===== src/ssp_pkg.sv =====
/*
 * Package for the serial port block: register indices, field positions,
 * reset values, mode codes, clock divider counts and pin carrier structs.
 * Assumes a single 100 MHz system clock domain.
 */
`default_nettype none
package ssp_pkg;
    // Register indices on the plain register port
    localparam logic [1:0] REG_CTRL0 = 2'h0;
    localparam logic [1:0] REG_CTRL2 = 2'h1;
    localparam logic [1:0] REG_DATA  = 2'h2;

    // First control register fields
    localparam int C0_MODE_LSB = 5;
    localparam int C0_DEB_LSB  = 2;
    localparam int C0_EN       = 1;
    localparam int C0_ICF      = 0;
    localparam logic [7:0] C0_RESET = 8'he0;

    // Line control register fields
    localparam int C2_GP_LSB = 6;
    localparam int C2_CKPOL  = 5;
    localparam int C2_CAPTURE_EDGE_SELECT   = 4;
    localparam int C2_MLS    = 3;
    localparam int C2_SELECT_PIN_ENABLE   = 2;
    localparam int C2_WRITE_COLLISION_FLAG   = 1;
    localparam int C2_TRF    = 0;
    localparam logic [7:0] C2_RESET = 8'h00;
    localparam logic [7:0] DATA_RESET = 8'h00;

    // Half-period counts of the master clock per mode
    localparam logic [4:0] HALF_DIV4  = 5'h01;
    localparam logic [4:0] HALF_DIV16 = 5'h07;
    localparam logic [4:0] HALF_DIV64 = 5'h1f;
    localparam logic [3:0] BITS_PER_XFER = 4'h8;

    typedef enum logic [2:0] {
        MODE_M4   = 3'b000,
        MODE_M16  = 3'b001,
        MODE_M64  = 3'b010,
        MODE_MSUB = 3'b011,
        MODE_MTMR = 3'b100,
        MODE_SLV  = 3'b101,
        MODE_I2C  = 3'b110,
        MODE_NONE = 3'b111
    } ssp_mode_t;

    typedef enum logic [1:0] {
        ST_IDLE = 2'b00,
        ST_LEAD = 2'b01,
        ST_TRAIL = 2'b11
    } ssp_state_t;

    typedef struct packed {
        logic sck_o;
        logic sck_oe;
        logic sdo_o;
        logic sdo_oe;
    } ssp_pins_out_t;

    typedef struct packed {
        logic sck_i;
        logic sdi_i;
        logic scs_n_i;
    } ssp_pins_in_t;
endpackage : ssp_pkg
`default_nettype wire


===== src/ssp_port.sv =====
/*
 * SPI master/slave shift port with its control and data registers.
 * Assumes a one-cycle register port and pin inputs from outside the clock
 * domain; subclock and timer rates arrive as one-cycle enable pulses.
 */
`default_nettype none
// Behaviour
// - Enable bit 0 releases pins and idles logic; 1 runs the port in SPI master and slave modes.
// - Enabling in SPI mode leaves control register contents untouched.
// - Enabling in I2C mode keeps direction bits, resets I2C flags.
// - Slave select rising mid-byte sets incomplete and done flags.
// - Software setting the incomplete flag does not set done.
// - Top two bits of line control are plain storage, reset zero.
// - Polarity bit 0 idles clock high, 1 idles it low.
// - Edge bit with polarity picks the capture edge.
// - Order bit 1 shifts MSB first, 0 LSB first.
// - Select enable 0 ignores select pin; 1 uses it active low.
// - Data write during transfer is dropped and sets collision flag.
// - Hardware sets done at byte end; only software clears it.
// - Master data write starts clock; send and receive together.
// - Slave shifts data out and in on external clock pulses.
// - Port runs while its selected clock source stays active.
// - Enabled idle: input floats, output high, clock per mode.
// - Three-bit mode field picks master rate, slave or I2C.
module ssp_port
    import ssp_pkg::*;
(
    input  wire logic          sys_clk,
    input  wire logic          rst_n,
    input  wire logic [1:0]    reg_addr,
    input  wire logic [7:0]    reg_wdata,
    input  wire logic          reg_wr,
    input  wire logic          reg_rd,
    output logic [7:0]         reg_rdata,
    input  wire logic          sub_tick,
    input  wire logic          tmr_tick,
    input  wire ssp_pins_in_t  pins_in,
    output ssp_pins_out_t      pins_out,
    output logic               port_active,
    output logic               i2c_flags_clr
);
    logic [7:0]    ctrl0;
    logic [7:0]    ctrl2;
    logic [7:0]    shreg;
    logic [3:0]    bit_cnt;
    logic [4:0]    div_cnt;
    logic          cap_bit;
    ssp_state_t    state;
    ssp_pins_in_t  sync1;
    ssp_pins_in_t  sync2;
    logic          sck_q;
    logic          scs_q;

    wire ssp_mode_t mode    = ssp_mode_t'(ctrl0[C0_MODE_LSB +: 3]);
    wire logic en           = ctrl0[C0_EN];
    wire logic ckpol        = ctrl2[C2_CKPOL];
    wire logic capture_edge_select         = ctrl2[C2_CAPTURE_EDGE_SELECT];
    wire logic msb_first    = ctrl2[C2_MLS];
    wire logic select_pin_enable         = ctrl2[C2_SELECT_PIN_ENABLE];
    wire logic is_master    = (mode <= MODE_MTMR);
    wire logic is_slave     = (mode == MODE_SLV);
    wire logic spi_run      = en & (is_master | is_slave);
    wire logic idle_lvl     = ~ckpol;
    wire logic busy         = (state != ST_IDLE);

    // Capture edge: rising when polarity and edge bits are equal
    wire logic cap_rise     = ckpol ^ ~capture_edge_select;

    // Master half-period tick per selected clock source
    wire logic [4:0] half_lim =
        (mode == MODE_M4)  ? HALF_DIV4  :
        (mode == MODE_M16) ? HALF_DIV16 : HALF_DIV64;
    wire logic div_hit      = (div_cnt == half_lim);
    wire logic m_tick       =
        (mode == MODE_MSUB) ? sub_tick :
        (mode == MODE_MTMR) ? tmr_tick : div_hit;

    // Slave pin edges, read from second stage only
    wire logic sck_s        = sync2.sck_i;
    wire logic s_rise       = sck_s & ~sck_q;
    wire logic s_fall       = ~sck_s & sck_q;
    wire logic sel_act      = ~select_pin_enable | ~sync2.scs_n_i;
    wire logic scs_rise     = select_pin_enable & sync2.scs_n_i & ~scs_q;
    wire logic s_cap        = cap_rise ? s_rise : s_fall;
    wire logic s_sft        = cap_rise ? s_fall : s_rise;

    // Decoding of the register port
    wire logic wr_c0        = reg_wr & (reg_addr == REG_CTRL0);
    wire logic wr_c2        = reg_wr & (reg_addr == REG_CTRL2);
    wire logic wr_dat       = reg_wr & (reg_addr == REG_DATA);
    wire logic data_ok      = wr_dat & ~busy;
    wire logic collide      = wr_dat & busy & spi_run;
    wire logic en_rise      = wr_c0 & reg_wdata[C0_EN] & ~en;
    wire logic in_bit       = sync2.sdi_i;
    wire logic out_bit      = msb_first ? shreg[7] : shreg[0];

    // Master phases: lead half ends on capture, trail half shifts
    wire logic m_go         = is_master & spi_run & data_ok;
    wire logic do_cap       = busy & (is_master ?
                              (state == ST_LEAD & m_tick) :
                              (s_cap & sel_act));
    wire logic do_sft       = busy & (is_master ?
                              (state == ST_TRAIL & m_tick) :
                              (s_sft & sel_act & bit_cnt != 4'h0));
    wire logic last_bit     = (bit_cnt == BITS_PER_XFER - 4'h1);
    wire logic done_ev      = last_bit &
                              (is_master ? do_sft : do_cap);
    wire logic abort_ev     = is_slave & spi_run & busy &
                              scs_rise;
    wire logic [7:0] shifted = msb_first ?
        {shreg[6:0], cap_bit} : {cap_bit, shreg[7:1]};
    wire logic [7:0] cap_shift = msb_first ?
        {shreg[6:0], in_bit} : {in_bit, shreg[7:1]};
    // Master clock is active in the lead half with edge bit 0, in the trail half with edge bit 1
    wire logic m_sck_act    = is_master & spi_run &
                              ((state == ST_TRAIL & capture_edge_select) |
                               (state == ST_LEAD & ~capture_edge_select));

    wire logic [7:0] rd_mux =
        (reg_addr == REG_CTRL0) ? {ctrl0[7:5], 1'b0, ctrl0[3:0]} :
        (reg_addr == REG_CTRL2) ? ctrl2 :
        (reg_addr == REG_DATA)  ? shreg : 8'h00;

    always_ff @(posedge sys_clk or negedge rst_n) begin
        if (!rst_n) begin
            // Preset to idle pin levels so no false select edge follows reset
            sync1 <= ssp_pins_in_t'(3'b001);
            sync2 <= ssp_pins_in_t'(3'b001);
            sck_q <= 1'b0;
            scs_q <= 1'b1;
        end else begin
            sync1 <= pins_in;
            sync2 <= sync1;
            sck_q <= sync2.sck_i;
            scs_q <= sync2.scs_n_i;
        end
    end

    // First control register; enable edge does not touch other bits
    always_ff @(posedge sys_clk or negedge rst_n) begin
        if (!rst_n) begin
            ctrl0 <= C0_RESET;
        end else begin
            if (wr_c0) begin
                ctrl0 <= reg_wdata;
            end
            if (abort_ev) begin
                ctrl0[C0_ICF] <= 1'b1;
            end
        end
    end

    // Line control; hardware set wins over software clear
    always_ff @(posedge sys_clk or negedge rst_n) begin
        if (!rst_n) begin
            ctrl2 <= C2_RESET;
        end else begin
            if (wr_c2) begin
                ctrl2 <= reg_wdata;
            end
            if (collide) begin
                ctrl2[C2_WRITE_COLLISION_FLAG] <= 1'b1;
            end
            if (done_ev | abort_ev) begin
                ctrl2[C2_TRF] <= 1'b1;
            end
        end
    end

    // Shift engine
    always_ff @(posedge sys_clk or negedge rst_n) begin
        if (!rst_n) begin
            state   <= ST_IDLE;
            shreg   <= DATA_RESET;
            bit_cnt <= 4'h0;
            cap_bit <= 1'b0;
            div_cnt <= 5'h00;
        end else if (!spi_run) begin
            state   <= ST_IDLE;
            bit_cnt <= 4'h0;
            div_cnt <= 5'h00;
            if (data_ok) begin
                shreg <= reg_wdata;
            end
        end else begin
            div_cnt <= (div_hit | state == ST_IDLE) ? 5'h00 :
                       div_cnt + 5'h01;
            case (state)
                ST_IDLE: begin
                    bit_cnt <= 4'h0;
                    if (data_ok) begin
                        shreg <= reg_wdata;
                        state <= is_master ? ST_LEAD : ST_TRAIL;
                    end
                end
                ST_LEAD: begin
                    if (do_cap) begin
                        cap_bit <= in_bit;
                        state   <= ST_TRAIL;
                    end
                end
                default: begin
                    if (abort_ev) begin
                        state <= ST_IDLE;
                    end else if (do_cap) begin
                        cap_bit <= in_bit;
                        bit_cnt <= bit_cnt + 4'h1;
                        if (last_bit) begin
                            shreg <= cap_shift;
                            state <= ST_IDLE;
                        end
                    end else if (do_sft) begin
                        shreg   <= shifted;
                        if (is_master) begin
                            bit_cnt <= bit_cnt + 4'h1;
                            // Last trail half ends the byte
                            state   <= last_bit ? ST_IDLE : ST_LEAD;
                        end
                    end
                end
            endcase
        end
    end

    // Pin drive; enabled idle gives high data and polarity clock
    always_ff @(posedge sys_clk or negedge rst_n) begin
        if (!rst_n) begin
            pins_out      <= '0;
            reg_rdata     <= 8'h00;
            port_active   <= 1'b0;
            i2c_flags_clr <= 1'b0;
        end else begin
            pins_out.sck_oe <= spi_run & is_master;
            pins_out.sck_o  <= m_sck_act ?
                               ~idle_lvl : idle_lvl;
            pins_out.sdo_oe <= spi_run & (is_master | sel_act);
            pins_out.sdo_o  <= busy ? out_bit : 1'b1;
            reg_rdata       <= reg_rd ? rd_mux : 8'h00;
            port_active     <= spi_run;
            i2c_flags_clr   <= en_rise &
                (reg_wdata[C0_MODE_LSB +: 3] == MODE_I2C);
        end
    end
endmodule : ssp_port
`default_nettype wire


===== config.mk =====
export PLATFORM = sky130hd
export DESIGN_NAME = ssp_port
export DESIGN_NICKNAME = d
export VERILOG_FILES = /design/src/ssp_pkg.sv /design/src/ssp_port.sv
export SDC_FILE = /design/constraint.sdc
export NUM_CORES = 1
export LEC_CHECK = 0
export BUFFER_PORTS_ARGS = -buffer_cell sky130_fd_sc_hd__buf_4
export CORE_MARGIN = 1.5
export CORE_UTILIZATION = 62
export DETAILED_ROUTE_END_ITERATION = 10
export GPL_TIMING_DRIVEN = 0
export PLACE_DENSITY_LB_ADDON = 0.05
export SLEW_MARGIN = 0
export SYNTH_ARGS = -nofsm -noshare
export SYNTH_HDL_FRONTEND = slang
export SYNTH_SLANG_ARGS = --single-unit

===== constraint.sdc =====
create_clock -name sys_clk -period 5.4 [get_ports sys_clk]
set_input_delay 0.27 -clock sys_clk [delete_from_list [all_inputs] [get_ports sys_clk]]
set_output_delay 0.27 -clock sys_clk [all_outputs]
set_load 0.1 [all_outputs]

==> run_results.csv <==
group,metric,value,unit
floorplan,coreArea,4440,sq um
clocking,clkLatencyLatePin,0.33,ns
clocking,cts_resized,0,
yosys,ys_ff_latch,57,
pwr,p_leak,0.00151,uW
worst_setup_path,critPathKind,"flop to flop",
floorplan,std_cell_rows,24,
sta,fin_crit_sh,0.543,
yosys,avgSynthCellArea,10.6,sq um
global_routing,track_usage,0.272,
placed_design,io_buffers,32,
yosys,ys.flop_type,"dfrtp_1",
placed_design,place_inst,360,
sta,whs,-0.0269,ns
sta,worst_pin_slew,0.731,ns
cells_and_area,areaGrowthSynthToFinish,17.5,%
global_routing,grt.overflow.total,0,
outcome,violations,"hold timing",
sta,maxSlewViolCount,0,
sta,setup_tns,0,ns
clocking,postCtsSetupBuffers,0,
cells_and_area,nFillCells,301,
clocking,cts_buffer_depth,2,
routing,vias,2336,
clocking,cts-htree-levels,3,
floorplan,start_util,0.659,
clocking,cts_made_buffers,9,
yosys,syn_inst,276,
clocking,cts-root-buf,"clkbuf_8",
yosys,yosys-top-cells-area,"dfrtp_1 44%, mux2_2 6.9%, dfstp_2 5.4%",
yosys,synth_common_cells,"51 x dfrtp_1, 21 x nand2_1, 18 x mux2_2",
floorplan,top_level_ports,33,
routing,routed_wirelength,6370,um
yosys,synth_top_area_cell,"dfrtp_1",
worst_setup_path,cp-start-kind,"flop",
pwr,p_total,1640,uW
routing,drtIter0Drc,211,
yosys,synthArstFlopShare,1.00,
global_routing,grt_pass1_wl,10600,um
placed_design,dp_hpwl,4600,um
sta,rsz0062_at_grt,"false",
yosys,ys_seq_area_frac,0.490,
worst_setup_path,arrival,3.11,ns
sta,hold_viol,30,
cells_and_area,n_antenna_cell,0,
routing,antenna_left,0,
cells_and_area,drive_gt1_frac,0.241,
floorplan,dieArea,5150,sq um
worst_setup_path,cp-end-kind,"flop",
sta,maxSlewHeadroom,0.511,
sta,finalSetupViolations,0,
hold_path,hold_path.class,"primary input to async pin",
routing,drc_errors,0,
worst_setup_path,path_cells,"clkbuf_1, o21ai_1, a211o_1, o21ai_0, a22oi_1, a21oi_1, a2bb2oi_1",
sta,fmax,0.341,GHz
yosys,syn-num-nets,298,
global_routing,antenna_found_initial,0,
yosys,synth_area,2930,sq um
yosys,netlist.area_leader.share,0.436,
worst_setup_path,crit_slowest_cell,"a21oi_1",
cells_and_area,nNetsFinal,341,
clocking,cts_tree,"built",
routing,routedWlPerCell,16.9,um
floorplan,die-width,71.7,um
global_routing,grt_max_degree,58,
clocking,clk_pin_slew,0.06,ns
sta,fin_skew,0.00684,ns
routing,first_pass_iters,7,
pwr,pwr_density_cell,478,nW/um^2
pwr,peakVddDrop,281,uV
yosys,synth_edf_count,0,
worst_setup_path,cp.required,5.57,ns
sta,fin_crit,2.93,ns
worst_setup_path,critPathTopFamily,"compound AO/OA/AOI/OAI gates",
cells_and_area,stdcell_count,376,
yosys,synth.distinct_cells,54,
yosys,synth_most_common_cell,"dfrtp_1",
run,timing.max_cap.violations,0,
routing,viasPerCell,6.21,
clocking,cts.sinks,57,
worst_setup_path,critical-path-max-stage-delay,0.60,ns
worst_setup_path,crit_fanout,10,
outcome,status,"finished with violations",
yosys,yosys_warnings,0,
placed_design,gp_congestion,0.912,
clocking,ctsHoldBuffers,0,
floorplan,die_h,71.7,um
global_routing,grt_pass1_vias,2161,
worst_setup_path,crit_buf_inv,1,
## through the flow
step	setup slack, ns	area [sq um]	util	hold slack [ns]
floorplan	3.05	2930	-	-0.0256
global placement	2.64	3230	0.728	0.332
detailed placement	2.55	3230	0.728	0.336
CTS	2.49	3440	0.774	0.00122
global route	2.19	3440	0.774	0.0242
finish	2.47	3440	0.774	-0.0269
## logic make-up (layout without fill, tap and decap cells)
logic type | Yosys count | after routing | synth area share
AND/OR/NAND/NOR | 88 | 88 | 0.161
AO/OA/AOI/OAI | 68 | 68 | 0.165
flip-flops | 57 | 57 | 0.490
multiplexers | 34 | 34 | 0.126
buffers and inverters | 19 | 67 | 0.0248
XOR/XNOR | 7 | 7 | 0.0209
adder cells (fa/ha/maj) | 3 | 3 | 0.0128
## state kept, by name, indices dropped and copies added, names as in the netlist
register       count
bit_cnt            4
cap_bit            1
ctrl0              7
ctrl2              8
div_cnt            5
i2c_flags_clr      1
in_bit             1
pins_out           4
port_active        1
reg_rdata          8
sck_q              1
sck_s              1
scs_q              1
shreg              8
state              2
sync1              3
sync2              1
## power by group
part	switching, uW	internal (uW)	total (uW)
clock network	158	250	409
logic	415	227	643
registers	70.7	523	594
total	644	1000	1640
## final cells by class
cell class / count / area, sq um / share of cell area
Buffer: 12 / 46.3 / 0.0134
Multi-Input combinational cell: 200 / 1420 / 0.413
Clock inverter: 2 / 35.0 / 0.0102
Sequential cell: 57 / 1430 / 0.417
Tap cell: 52 / 65.1 / 0.0189
Inverter: 7 / 26.3 / 0.00763
Timing Repair Buffer: 32 / 240 / 0.0698
Clock buffer: 14 / 173 / 0.0502
## worst paths after layout
kind | startpoint | to | slack [ns] | cells after the start
setup / recovery | ctrl0[5] | shreg[1] | 2.47 | 7
setup reg to reg | ctrl0[5] | shreg[1] | 2.47 | 7
max in group asynchronous | rst_n | sck_s | 4.96 | 1
min in group sys_clk | pins_in[1] | sync1[1] | 0.04 | 1
hold / removal | rst_n | div_cnt[2] | -0.03 | 1
hold reg to reg | sync1[2] | sck_s | 0.35 | 0
## cells in the final DEF (no fill, tap or decap), types with 2 or more instances in the layout
cell type / Yosys / final
and2_1: 10 / 10
o31ai_1: 2 / 2
o21a_1: 2 / 2
xnor2_1: 2 / 2
clkbuf_8: 0 / 12
mux2_2: 18 / 18
a21oi_1: 7 / 7
inv_1: 7 / 7
o2bb2ai_1: 2 / 2
ha_1: 3 / 3
and3_1: 4 / 4
nand2b_1: 3 / 3
a221oi_2: 2 / 2
a22oi_1: 4 / 4
o311ai_0: 3 / 3
buf_4: 0 / 32
o211ai_1: 2 / 2
mux2i_1: 15 / 15
nor2b_1: 8 / 8
a2bb2oi_1: 7 / 7
or4_1: 3 / 3
dfrtp_1: 51 / 51
clkbuf_1: 10 / 12
nor2_1: 15 / 15
nand3b_1: 2 / 2
nor3_1: 5 / 5
dfstp_2: 6 / 6
nand3_1: 7 / 7
o22ai_1: 6 / 6
o21ai_1: 3 / 3
a211o_1: 3 / 3
o21ai_0: 15 / 15
or3_1: 2 / 2
nand2_1: 21 / 21
xor2_1: 5 / 5
## per-layer routing
metal  wire, um  part of all wire  GRT usage
met4        141             0.022      0.134
met1       2880              0.45      0.388
met5          0                 0          0
met2       2900              0.46      0.393
met3        444             0.070     0.0619
Power figures use the tool's default switching activity.
